## config.mk

```make
export PLATFORM = sky130hd
export DESIGN_NAME = evf_event_flags
export DESIGN_NICKNAME = d
export VERILOG_FILES = /design/src/core/evf_pkg.sv /design/src/core/evf_pin_edge.sv /design/src/core/evf_flag_reg.sv /design/src/core/evf_event_flags.sv
export SDC_FILE = /design/constraint.sdc
export NUM_CORES = 1
export LEC_CHECK = 0
export BUFFER_PORTS_ARGS = -buffer_cell sky130_fd_sc_hd__buf_2
export CAP_MARGIN = 25
export CELL_PAD_IN_SITES_DETAIL_PLACEMENT = 1
export CELL_PAD_IN_SITES_GLOBAL_PLACEMENT = 1
export CORE_MARGIN = 4
export CORE_UTILIZATION = 41
export CTS_CLUSTER_DIAMETER = 60
export DETAILED_ROUTE_END_ITERATION = 16
export PLACE_DENSITY_LB_ADDON = 0.25
export SYNTH_ARGS = -nofsm -noshare
export SYNTH_HDL_FRONTEND = slang
export SYNTH_HIERARCHICAL = 1
export SYNTH_SLANG_ARGS = --single-unit
```

## constraint.sdc

```tcl
create_clock -name i_clk -period 7.1 [get_ports i_clk]
set_clock_uncertainty 0.1 [all_clocks]
set_input_delay 1.065 -clock i_clk [delete_from_list [all_inputs] [get_ports i_clk]]
set_output_delay 1.065 -clock i_clk [all_outputs]
set_load 0.01 [all_outputs]
```

## src/core/evf_pkg.sv

```systemverilog
// constants and helpers for the event and shutdown-cause flag block
// assumes one system clock; all users import the whole package
package evf_pkg;

    // ****************************************************************
    // register map
    // ****************************************************************
    localparam int           REG_W          = 8;
    localparam logic [7:0]   ADDR_INT_FLAGS = 8'h04;
    localparam logic [7:0]   ADDR_CAUSE     = 8'h05;
    localparam logic [7:0]   RST_INT_FLAGS  = 8'h00;
    localparam logic [7:0]   RST_CAUSE      = 8'h00;
    localparam logic [7:0]   RD_UNMAPPED    = 8'h00;
    localparam logic [7:0]   INT_USED_MASK  = 8'h7f;

    // ****************************************************************
    // interrupt flag bit positions
    // ****************************************************************
    localparam int BIT_RESERVED     = 7;
    localparam int BIT_LIN1_FAULT   = 6;
    localparam int BIT_LIN0_FAULT   = 5;
    localparam int BIT_BB_TIMEOUT   = 4;
    localparam int BIT_PIN2_RISE    = 3;
    localparam int BIT_PIN2_FALL    = 2;
    localparam int BIT_PIN1_RISE    = 1;
    localparam int BIT_PIN1_FALL    = 0;

    // ****************************************************************
    // shutdown cause bit positions
    // ****************************************************************
    localparam int BIT_WD_RESET     = 7;
    localparam int BIT_WD_POWEROFF  = 6;
    localparam int BIT_SW_COLD      = 5;
    localparam int BIT_SW_OFF       = 4;
    localparam int BIT_MANUAL_RST   = 3;
    localparam int BIT_SUPPLY_UV    = 2;
    localparam int BIT_SUPPLY_OV    = 1;
    localparam int BIT_THERMAL      = 0;

    // ****************************************************************
    // encodings and timing
    // ****************************************************************
    localparam logic [1:0] SW_CTRL_COLD_RST = 2'h1;
    localparam logic [1:0] SW_CTRL_POWEROFF = 2'h2;
    localparam logic       WD_ACT_RESET     = 1'h1;
    localparam int         PIN_SETTLE_CYC   = 3;
    localparam logic [2:0] SETTLE_RST       = 3'h0;

    typedef logic [REG_W-1:0] evf_byte_t;

    // next value of a clear-on-read flag byte: a set wins over the clear
    function automatic evf_byte_t evf_next(input evf_byte_t cur,
                                           input logic      clr,
                                           input evf_byte_t set);
        evf_next = (clr ? RST_INT_FLAGS : cur) | set;
    endfunction

endpackage

```

## src/core/evf_pin_edge.sv

```systemverilog
// two-flop synchroniser and edge detector for one general-purpose pin
// assumes the pin is asynchronous to i_clk
`timescale 1ns/1ps
`default_nettype none
module evf_pin_edge
    import evf_pkg::*;
(
    // clock and reset
    input  wire logic i_clk,
    input  wire logic i_rst,
    // pin and its configuration
    input  wire logic i_pin,
    input  wire logic i_is_input,
    // edge pulses
    output logic      o_rise,
    output logic      o_fall
);

    logic                      meta_ff;
    logic                      sync_ff;
    logic                      prev_ff;
    logic [PIN_SETTLE_CYC-1:0] settle_ff;
    logic                      armed;

    // ****************************************************************
    // synchroniser and history
    // ****************************************************************
    always_ff @(posedge i_clk) begin
        if (i_rst) begin
            meta_ff   <= 1'b0;
            sync_ff   <= 1'b0;
            prev_ff   <= 1'b0;
            settle_ff <= SETTLE_RST;
        end else begin
            meta_ff   <= i_pin;
            sync_ff   <= meta_ff;
            prev_ff   <= sync_ff;
            settle_ff <= {settle_ff[PIN_SETTLE_CYC-2:0], 1'b1};
        end
    end

    // no edges until the history holds a real pin level
    assign armed  = settle_ff[PIN_SETTLE_CYC-1] & i_is_input;
    assign o_rise = armed & sync_ff & ~prev_ff;
    assign o_fall = armed & ~sync_ff & prev_ff;

endmodule
`default_nettype wire

```

## src/core/evf_flag_reg.sv

```systemverilog
// one byte of sticky flags, cleared as a whole when the byte is read
// assumes set pulses and the clear come from logic on i_clk
`timescale 1ns/1ps
`default_nettype none
module evf_flag_reg
    import evf_pkg::*;
(
    // clock and reset
    input  wire logic      i_clk,
    input  wire logic      i_rst,
    // events and read clear
    input  wire evf_byte_t i_set,
    input  wire logic      i_clr,
    // flags and flags that turned on now
    output evf_byte_t      o_flags,
    output evf_byte_t      o_new
);

    evf_byte_t flags_ff;
    evf_byte_t nxt_flags;

    assign nxt_flags = evf_next(flags_ff, i_clr, i_set);
    assign o_flags   = flags_ff;
    // a bit read away in this cycle and set again counts as new
    assign o_new     = i_set & (~flags_ff | {REG_W{i_clr}});

    always_ff @(posedge i_clk) begin
        if (i_rst) begin
            flags_ff <= RST_INT_FLAGS;
        end else begin
            flags_ff <= nxt_flags;
        end
    end

endmodule
`default_nettype wire

```

## src/core/evf_event_flags.sv

```systemverilog
// event flag and shutdown-cause flag registers with interrupt output
// assumes the host read port and all event pulses run on i_clk;
// only the two pins are asynchronous and are synchronised here
`timescale 1ns/1ps
`default_nettype none

// Contract
// - interrupt flag bit 7 is reserved; never set, reads zero
// - linear regulator 1 fault sets bit 6, held until read
// - linear regulator 0 fault sets bit 5, held until read
// - buck-boost timeout sets bit 4, held until read
// - pin 2 as input: rising edge sets bit 3, falling bit 2
// - pin 1 as input: rising edge sets bit 1, falling bit 0
// - reading 0x04 returns the flags, then clears them all
// - watchdog expiry with reset action sets cause bit 7
// - watchdog expiry with power-off action sets cause bit 6
// - software control write of 01 sets cause bit 5
// - software control write of 10 sets cause bit 4
// - manual reset sets cause bit 3, held until read
// - supply undervoltage lockout sets cause bit 2
// - supply overvoltage lockout sets cause bit 1
// - thermal overload sets cause bit 0
// - reading 0x05 returns the causes, then clears them all
// - interrupt goes low on unmasked new flag, high when all clear
module evf_event_flags
    import evf_pkg::*;
(
    // clock and reset
    input  wire logic       i_clk,
    input  wire logic       i_rst,
    // register read port
    input  wire logic       i_rd_en,
    input  wire logic [7:0] i_rd_addr,
    output logic [7:0]      o_rd_data,
    output logic            o_rd_valid,
    // software control field write
    input  wire logic       i_sw_ctrl_wr,
    input  wire logic [1:0] i_sw_ctrl_val,
    // interrupt masks, bit n masks flag bit n, 1 = masked
    input  wire logic [6:0] i_int_mask,
    // regulator events
    input  wire logic       i_lin1_fault,
    input  wire logic       i_lin0_fault,
    input  wire logic       i_buckboost_timeout,
    // general-purpose pins
    input  wire logic       i_pin1,
    input  wire logic       i_pin2,
    input  wire logic       i_pin1_is_input,
    input  wire logic       i_pin2_is_input,
    // shutdown cause events
    input  wire logic       i_watchdog_expire,
    input  wire logic       i_watchdog_action_select,
    input  wire logic       i_manual_reset,
    input  wire logic       i_supply_uv,
    input  wire logic       i_supply_ov,
    input  wire logic       i_thermal_overload,
    // interrupt line
    output logic            o_interrupt_out_n
);

    // ****************************************************************
    // declarations
    // ****************************************************************
    logic       pin1_rise;
    logic       pin1_fall;
    logic       pin2_rise;
    logic       pin2_fall;
    logic       rd_int;
    logic       rd_cause;
    logic       sw_cold;
    logic       sw_off;
    evf_byte_t  int_set;
    evf_byte_t  cause_set;
    evf_byte_t  int_flags;
    evf_byte_t  int_new;
    evf_byte_t  cause_flags;
    evf_byte_t  rd_mux;
    evf_byte_t  int_next;
    evf_byte_t  unmasked;
    logic       irq_raise;
    logic       irq_hold;
    logic       nxt_irq;
    logic [7:0] rd_data_ff;
    logic       rd_valid_ff;
    logic       irq_ff;
    logic       out_n_ff;

    // ****************************************************************
    // pin edge detection
    // ****************************************************************
    evf_pin_edge u_pin1 (
        .i_clk      (i_clk),
        .i_rst      (i_rst),
        .i_pin      (i_pin1),
        .i_is_input (i_pin1_is_input),
        .o_rise     (pin1_rise),
        .o_fall     (pin1_fall)
    );

    evf_pin_edge u_pin2 (
        .i_clk      (i_clk),
        .i_rst      (i_rst),
        .i_pin      (i_pin2),
        .i_is_input (i_pin2_is_input),
        .o_rise     (pin2_rise),
        .o_fall     (pin2_fall)
    );

    // ****************************************************************
    // address decode and event collection
    // ****************************************************************
    assign rd_int   = i_rd_en & (i_rd_addr == ADDR_INT_FLAGS);
    assign rd_cause = i_rd_en & (i_rd_addr == ADDR_CAUSE);
    assign sw_cold  = i_sw_ctrl_wr & (i_sw_ctrl_val == SW_CTRL_COLD_RST);
    assign sw_off   = i_sw_ctrl_wr & (i_sw_ctrl_val == SW_CTRL_POWEROFF);

    always_comb begin
        int_set                  = RST_INT_FLAGS;
        int_set[BIT_RESERVED]    = 1'b0;
        int_set[BIT_LIN1_FAULT]  = i_lin1_fault;
        int_set[BIT_LIN0_FAULT]  = i_lin0_fault;
        int_set[BIT_BB_TIMEOUT]  = i_buckboost_timeout;
        int_set[BIT_PIN2_RISE]   = pin2_rise;
        int_set[BIT_PIN2_FALL]   = pin2_fall;
        int_set[BIT_PIN1_RISE]   = pin1_rise;
        int_set[BIT_PIN1_FALL]   = pin1_fall;
    end

    always_comb begin
        cause_set = RST_CAUSE;
        cause_set[BIT_WD_RESET] = i_watchdog_expire &
            (i_watchdog_action_select == WD_ACT_RESET);
        cause_set[BIT_WD_POWEROFF] = i_watchdog_expire &
            (i_watchdog_action_select != WD_ACT_RESET);
        cause_set[BIT_SW_COLD]    = sw_cold;
        cause_set[BIT_SW_OFF]     = sw_off;
        cause_set[BIT_MANUAL_RST] = i_manual_reset;
        cause_set[BIT_SUPPLY_UV]  = i_supply_uv;
        cause_set[BIT_SUPPLY_OV]  = i_supply_ov;
        cause_set[BIT_THERMAL]    = i_thermal_overload;
    end

    // ****************************************************************
    // flag registers, set wins over the read clear
    // ****************************************************************
    evf_flag_reg u_int_flags (
        .i_clk   (i_clk),
        .i_rst   (i_rst),
        .i_set   (int_set),
        .i_clr   (rd_int),
        .o_flags (int_flags),
        .o_new   (int_new)
    );

    evf_flag_reg u_cause_flags (
        .i_clk   (i_clk),
        .i_rst   (i_rst),
        .i_set   (cause_set),
        .i_clr   (rd_cause),
        .o_flags (cause_flags),
        .o_new   ()
    );

    // ****************************************************************
    // read data, reserved bit forced low
    // ****************************************************************
    assign rd_mux = rd_int   ? (int_flags & INT_USED_MASK) :
                    rd_cause ? cause_flags : RD_UNMAPPED;

    // ****************************************************************
    // interrupt line
    // ****************************************************************
    assign int_next  = evf_next(int_flags, rd_int, int_set);
    assign unmasked  = {1'b0, ~i_int_mask};
    assign irq_raise = |(int_new & unmasked);
    assign irq_hold  = irq_ff & (|int_next);
    assign nxt_irq   = irq_raise | irq_hold;

    always_ff @(posedge i_clk) begin
        if (i_rst) begin
            rd_data_ff  <= RD_UNMAPPED;
            rd_valid_ff <= 1'b0;
            irq_ff      <= 1'b0;
            out_n_ff    <= 1'b1;
        end else begin
            rd_data_ff  <= rd_mux;
            rd_valid_ff <= i_rd_en;
            irq_ff      <= nxt_irq;
            out_n_ff    <= ~nxt_irq;
        end
    end

    assign o_rd_data         = rd_data_ff;
    assign o_rd_valid        = rd_valid_ff;
    assign o_interrupt_out_n = out_n_ff;
endmodule
`default_nettype wire

```

==> results of run 1 <==
critical path, stage by stage:
cell       delay [ns]
buf_2            0.10
or4_4            0.57
nor3_4           0.50
nand2b_1         0.21
and2_1           0.13
nor2b_1          0.21
a2111oi_4        0.08
a31oi_1          0.21
and2_1           0.15
final timing paths:
check | to | startpoint | depth (start not counted) | slack, ns
max reg2reg | irq_ff | u_pin1/sync_ff | 5 | 5.22
min reg2reg | u_pin1/settle_ff[2] | u_pin1/settle_ff[1] | 1 | 0.34
max | irq_ff | i_rd_addr[1] | 9 | 4.00
min | u_pin1/settle_ff[2] | u_pin1/settle_ff[1] | 1 | 0.34
per-layer routing:
layer	GRT usage, %	share of wire [%]	up-vias
met4	8.44	2.4	0
met3	3.89	5.2	10
li1	-	-	608
met1	17.9	40	562
met5	0	0	-
met2	29.7	53	29
registers in the layout, summed over array words and instances (netlist names), 3 cells and up:
| signal | flops |
|---|---|
| u_pin2/settle_ff | 3 |
| o_rd_data | 8 |
| u_int_flags/o_flags | 8 |
| u_pin1/settle_ff | 3 |
| u_cause_flags/o_flags | 8 |
cell type report:
class	instances	area, µm²	area share (%)
inverter	24	90.1	4.86
clock buffer	6	82.6	4.46
tap	46	57.6	3.11
clock inverter	1	5.00	0.270
sequential	39	781	42.1
timing repair buffer	43	215	11.6
multi-input combinational	93	622	33.6
power by group:
| part | total, W | switching [W] | leakage [nW] | internal, W |
|---|---|---|---|---|
| Sequential | 0.000233 | 0.00000453 | 0.321 | 0.000228 |
| Combinational | 0.0000320 | 0.0000160 | 0.492 | 0.0000160 |
| Clock | 0.000147 | 0.0000712 | 0.0470 | 0.0000761 |
| Total | 0.000412 | 0.0000917 | 0.860 | 0.000320 |
placed cells by master (no fill, tap or decap), types with 2 or more instances in the layout:
master	n
a21oi_1	16
clkbuf_8	6
inv_1	24
nor2_1	9
or4_1	3
and3b_1	2
a22oi_1	7
buf_2	43
and2_1	9
dfxtp_1	39
nand2b_1	16
and4b_1	4
nor2b_1	15
nand2_1	2
nor3_4	2
stage by stage:
step	hold WS, ns	setup WS, ns
after global placement	0.323	3.83
after global routing	0.360	3.87
after floorplan	0.314	4.10
after detailed placement	0.332	3.69
final	0.344	4.00
after CTS	0.347	4.00
==> run metrics, run 1 <==
Worst-Margin Slew 0.643 ns; detail-routed via count per cell 4.80; Final HPWL DP 2670 µm; setup violators final 0; RSZ-0062 raised after global routing no; fin. max-slew vios 0; Finished Layout Cells 252; path type of the worst setup path input port to flop; initial antenna violation count 0; Layout area overhead 23.2%; Hold Vio Cnt, Final 0; first-pass GRT wire length 5620 µm; Routed Wire Length 3470 µm; Die ar. 0.00470 mm²; setup TNS 0 ns; Longest Clk Path Bufs 2; Remaining DRCs 0; CTS root buffer clkbuf_8; Req. time, crit path 7.23 ns; element type at the critical path start input port; outcome finished clean; H-tree depth 2; post-route cell area 0.00185 mm²; fraction of layout instances using a drive strength above 1 26.2%; max_slew headroom 57.1%; grt ovf 0; # diodes 0; # clock sinks 39; nets 240; crit path capture type flop; CTS resizes 0; Mapped Cells 159; insertion delay to the later sink of the worst-skew pair 0.29 ns; initial DRC count 69; Util after Layout 53.8%; largest net degree at the start of global routing 39; Post-CTS Hold Fix Bufs 0; starting density of the core 43.7%; Wirelength per Cell 13.8 µm; number of CTS-inserted buffers 5; via count of the routed design 1209; die height 68.6 µm; gpl congestion 0.771; gr usage total 16.5%; Worst EP arrival 3.23 ns; fin crit period 3.10 ns; post-route ant nets 0; DR pass1 iterations 4; core area 0.00344 mm²; Max Clock Freq 323 MHz; final-layout fill cell count 427; Post-Syn Area 0.00150 mm²; fin crit share 43.6%; synth warn 6; chip width 68.6 µm; input/output buffers 43; TritonCTS clock tree built; maxcap violations 0; Static Leak 0.860 nW; clock-pin slew on the worst setup and hold paths 0.07 ns; Post-Place Cell Area 0.00177 mm²; postcts setup bufs 0; maximum vdd drop 0.106 mV; Rows 21; Hold Crit Class flop to flop; overall power 0.000412 W; Net Count, Synth 193; Cells after DPL 245; crit-path max FO 16; PwrDens 222 mW/mm²; number of global-route vias before repair 1280; syn avg cell area 9.46 µm²; Ports 44
Note: power is estimated with default switching activity, not from simulation.
==> inputs of run 2 (changes only) <==
Settings changed: CORE_UTILIZATION 41 to 38.
Clock period 7.1 ns to 3 ns, I/O delays scaled along.
==> run 2 against run 1 <==
Effect of this change:
- worst setup slack worse by 3.3 ns
- critical path depth unchanged
- global-route usage down 1.6 points
- first-iteration DRC count down 42%
- non-clock buffer count up 1
- cell area up 3.0%
- critical path type unchanged
- largest power group unchanged
- highest routed layer unchanged
==> run metrics, run 2 (synthesis results as in run 1) <==
die height 70.9 µm; setup TNS 0 ns; reg2reg start u_pin1/sync_ff; Ports 44; # clock sinks 39; Wirelength per Cell 13.8 µm; Post-CTS Hold Fix Bufs 0; first-pass GRT wire length 5900 µm; number of CTS-inserted buffers 5; setup violators final 0; Hold Vio Cnt, Final 0; critical path launch point i_rd_addr[1]; maxcap violations 0; Reg power frac 48.2%; outcome finished clean; gr usage total 14.9%; most common cell after layout, fill and taps aside buf_2; DR pass1 iterations 6; max_slew headroom 55.6%; pre-CTS WS 0.390 ns; Int Pwr 0.000910 W; element type at the critical path start input port; fin crit period 2.34 ns; P_sw 0.000231 W; Die ar. 0.00503 mm²; Remaining DRCs 0; CP max stage delay 0.56 ns; RSZ-0062 raised after global routing no; TritonCTS clock tree built; Hold Crit Class input port to flop; clock-pin slew on the worst setup and hold paths 0.07 ns; # diodes 0; maximum vdd drop 0.338 mV; via count of the routed design 1233; Layout area overhead 26.9%; PwrDens 598 mW/mm²; Hold Startpoint i_pin2; Longest Clk Path Bufs 2; Routed Wire Length 3540 µm; Comb pwr share 6.7%; initial DRC count 40; worst path cell trace buf_2, or4_4, nor3_4, nand2b_1, and2_1, nor2b_1, a2111oi_4, a31oi_1, and2_1; number of global-route vias before repair 1281; CTS resizes 0; area of the multi-input gates 622 µm²; Max Clock Freq 428 MHz; nets 241; grt ovf 0; fraction of layout instances using a drive strength above 1 26.4%; CTS root buffer clkbuf_8; insertion delay to the later sink of the worst-skew pair 0.29 ns; gpl congestion 0.738; Rows 22; commonest non-fill, non-tap cells in the layout 43 x buf_2, 39 x dfxtp_1, 24 x inv_1, 16 x nand2b_1, 16 x a21oi_1; largest net degree at the start of global routing 39; Final HPWL DP 2510 µm; Slowest-stage cell, CP or4_4; worst path bufs/invs 1; Clk network pwr share 45.2%; post-route ant nets 0; final-layout fill cell count 475; starting density of the core 40.2%; Worst-Margin Slew 0.665 ns; fin crit share 77.9%; crit path capture type flop; detail-routed via count per cell 4.82; Storage cell area 781 µm²; path type of the worst setup path input port to flop; postcts setup bufs 0; Req. time, crit path 3.14 ns; input/output buffers 43; H-tree depth 2; crit-path max FO 10; Worst Slack Setup Final 0.664 ns; CP dominant cell by count and2_1; fin. max-slew vios 0; initial antenna violation count 0; Top delay family on crit path simple AND/OR/NAND/NOR gates; switching share of power 20.2%; Static Leak 0.884 nW; chip width 70.9 µm; Worst EP arrival 2.48 ns; core area 0.00374 mm²
## run 2: worst reg2reg max path: stages, from the launching register on
cell and delay [ns]:
dfxtp_1 0.34, and4b_1 0.22, or4_1 0.54, nor4_1 0.27, o2111ai_1 0.20, and2_1 0.17
## run 2: power by group through the flow
stage / Sequential [W] / Clock (W) / Combinational [W]
after floorplan: 0.000559 / 0 / 0.0000395
after global placement: 0.000560 / 0 / 0.0000719
after detailed placement: 0.000561 / 0 / 0.0000752
after CTS: 0.000549 / 0.000525 / 0.0000766
after global routing: 0.000552 / 0.000549 / 0.0000858
final: 0.000549 / 0.000515 / 0.0000760
## run 2: worst paths after layout
kind	depth (start not counted)	slack, ns	endpoint
max	9	0.66	irq_ff
min	2	0.27	u_pin2/meta_ff
max reg2reg	5	1.05	irq_ff
min reg2reg	1	0.34	u_pin2/settle_ff[2]
## run 2: per-stage QoR
stage	cell area (µm²)	hold WS, ns	total power [W]	util (%)	instances
2_1_floorplan	1500	0.314	0.000599	-	159
3_3_place_gp	1780	0.319	0.000632	47.4	248
3_5_place_dp	1780	0.331	0.000637	47.4	248
4_1_cts	1910	0.264	0.00115	51.0	256
5_1_grt	1910	0.275	0.00119	51.0	256
6_report	1910	0.269	0.00114	51.0	256
## run 2: area by class of cell
type                    instances  share of cell area [%]
flip-flops and latches         39                    40.9
inverters                      24                    4.72
clock inverters                 2                    3.15
repair buffers                 44                    11.7
multi-input cells              93                    32.6
clock buffers                   6                    3.80
well taps                      48                    3.15
## run 2: per-layer routing
layer	part of all wire (%)	up-vias	track usage, %
li1	-	612	-
met5	0	-	0
met4	1.7	0	6.26
met1	43	588	17.3
met3	5.1	6	4.97
met2	50	27	25.0
==> inputs of run 3 (changes only) <==
Settings changed: CORE_UTILIZATION 38 to 34.
Clock period 3 ns to 2.1 ns, I/O delays scaled along.
==> run 3 against run 2 <==
Effect of this change:
- total power up 21%
- register-to-register slack worse by 0.88 ns
- non-clock buffer count up 5
- sequential cell count unchanged
- global-route usage down 0.93 points
- critical path type unchanged
- die area up 10%
- largest power group unchanged
- wire length up 5.6%
==> run metrics, run 3 (synthesis results as in run 1) <==
H-tree depth 2; gr usage total 14.0%; Final HPWL DP 2700 µm; Layout area overhead 29.8%; Remaining DRCs 0; Hold Vio Cnt, Final 0; gpl congestion 0.800; clock-pin slew on the worst setup and hold paths 0.08 ns; outcome finished clean; Post-CTS Hold Fix Bufs 0; maxcap violations 0; setup TNS 0 ns; # clock sinks 39; fraction of layout instances using a drive strength above 1 30.8%; commonest non-fill, non-tap cells in the layout 43 x buf_2, 39 x dfxtp_1, 24 x inv_1, 16 x a21oi_1, 13 x nand2b_1; Worst EP arrival 2.10 ns; core area 0.00414 mm²; grt ovf 0; path type of the worst setup path input port to flop; setup violators final 0; TritonCTS clock tree built; Static Leak 0.894 nW; Routed Wire Length 3740 µm; via count of the routed design 1240; initial antenna violation count 0; element type at the critical path start input port; fin crit period 2.03 ns; reg2reg path depth 5; initial DRC count 55; largest net degree at the start of global routing 39; fin. max-slew vios 0; fin crit share 96.5%; PwrDens 709 mW/mm²; insertion delay to the later sink of the worst-skew pair 0.29 ns; Rows 23; crit-path max FO 5; Worst-Margin Slew 0.667 ns; Longest Clk Path Bufs 2; DR pass1 iterations 4; Hold WS 0.131 ns; most common cell after layout, fill and taps aside buf_2; WHS Path Cells 2; first-pass GRT wire length 6040 µm; number of CTS-inserted buffers 5; Ports 44; maximum vdd drop 0.409 mV; nets 247; starting density of the core 36.3%; Hold Crit Class input port to flop; max_slew headroom 55.5%; number of global-route vias before repair 1380; die height 74.5 µm; detail-routed via count per cell 4.70; post-route ant nets 0; chip width 74.5 µm; Max Clock Freq 494 MHz; Die ar. 0.00555 mm²; # diodes 0; CTS root buffer clkbuf_8; Wirelength per Cell 14.2 µm; Req. time, crit path 2.17 ns; crit path capture type flop; input/output buffers 43; overall power 0.00138 W
==> run 3: worst paths after layout <==
path | startpoint | endpoint | slack [ns]
worst min register to register | u_pin2/settle_ff[1] | u_pin2/settle_ff[2] | 0.34
worst max-delay path | i_rd_addr[7] | o_interrupt_out_n | 0.07
worst min-delay path | i_pin1 | u_pin1/meta_ff | 0.13
worst max register to register | u_pin1/sync_ff | irq_ff | 0.17
==> run 3: metrics by stage <==
stage | util [%] | instance area [µm²] | setup WS, ns | instances
floorplan | - | 1520 | -0.0980 | 159
global placement | 43.8 | 1810 | -0.165 | 252
detailed placement | 43.8 | 1810 | -0.280 | 252
CTS | 45.7 | 1890 | 0.00417 | 260
global route | 47.1 | 1950 | -0.0424 | 264
finish | 47.1 | 1950 | 0.0744 | 264
==> run 3: repair_timing <==
action	CTS	global route
setup endpoints to repair	2	2
pin swaps	1	1
gates cloned	0	1
gates resized for setup	0	4
buffers inserted	0	3
==> run 3: critical path: stages <==
cell and delay [ns]:
buf_2 0.09, or4_4 0.57, nor3_4 0.29, nand2b_4 0.18, and2_1 0.16, nor2b_4 0.18, a2111oi_4 0.07, a31oi_1 0.16
nand2_1 0.09
==> run 3: power breakdown <==
part | internal, W | switching, W | total (W) | leakage, nW
clock network | 0.000233 | 0.000250 | 0.000483 | 0.0422
registers | 0.000771 | 0.0000152 | 0.000786 | 0.321
logic | 0.0000588 | 0.0000570 | 0.000116 | 0.530
==> run 3: cell type report <==
cell class	instances	area, µm²
multi-input cells	94	677
inverters	24	90.1
clock inverters	1	5.00
fillers	514	2190
well taps	50	62.6
clock buffers	7	76.3
flip-flops and latches	39	781
repair buffers	49	260
==> run 3: per-layer routing <==
layer / part of all wire [%] / vias up / routed length [µm] / GRT usage (%)
met1: 40 / 584 / 1500 / 15.8
met3: 4.8 / 6 / 179 / 4.32
met4: 2.0 / 0 / 73 / 3.95
li1: - / 624 / - / -
met5: 0 / - / 0 / 0
met2: 53 / 26 / 1990 / 25.2
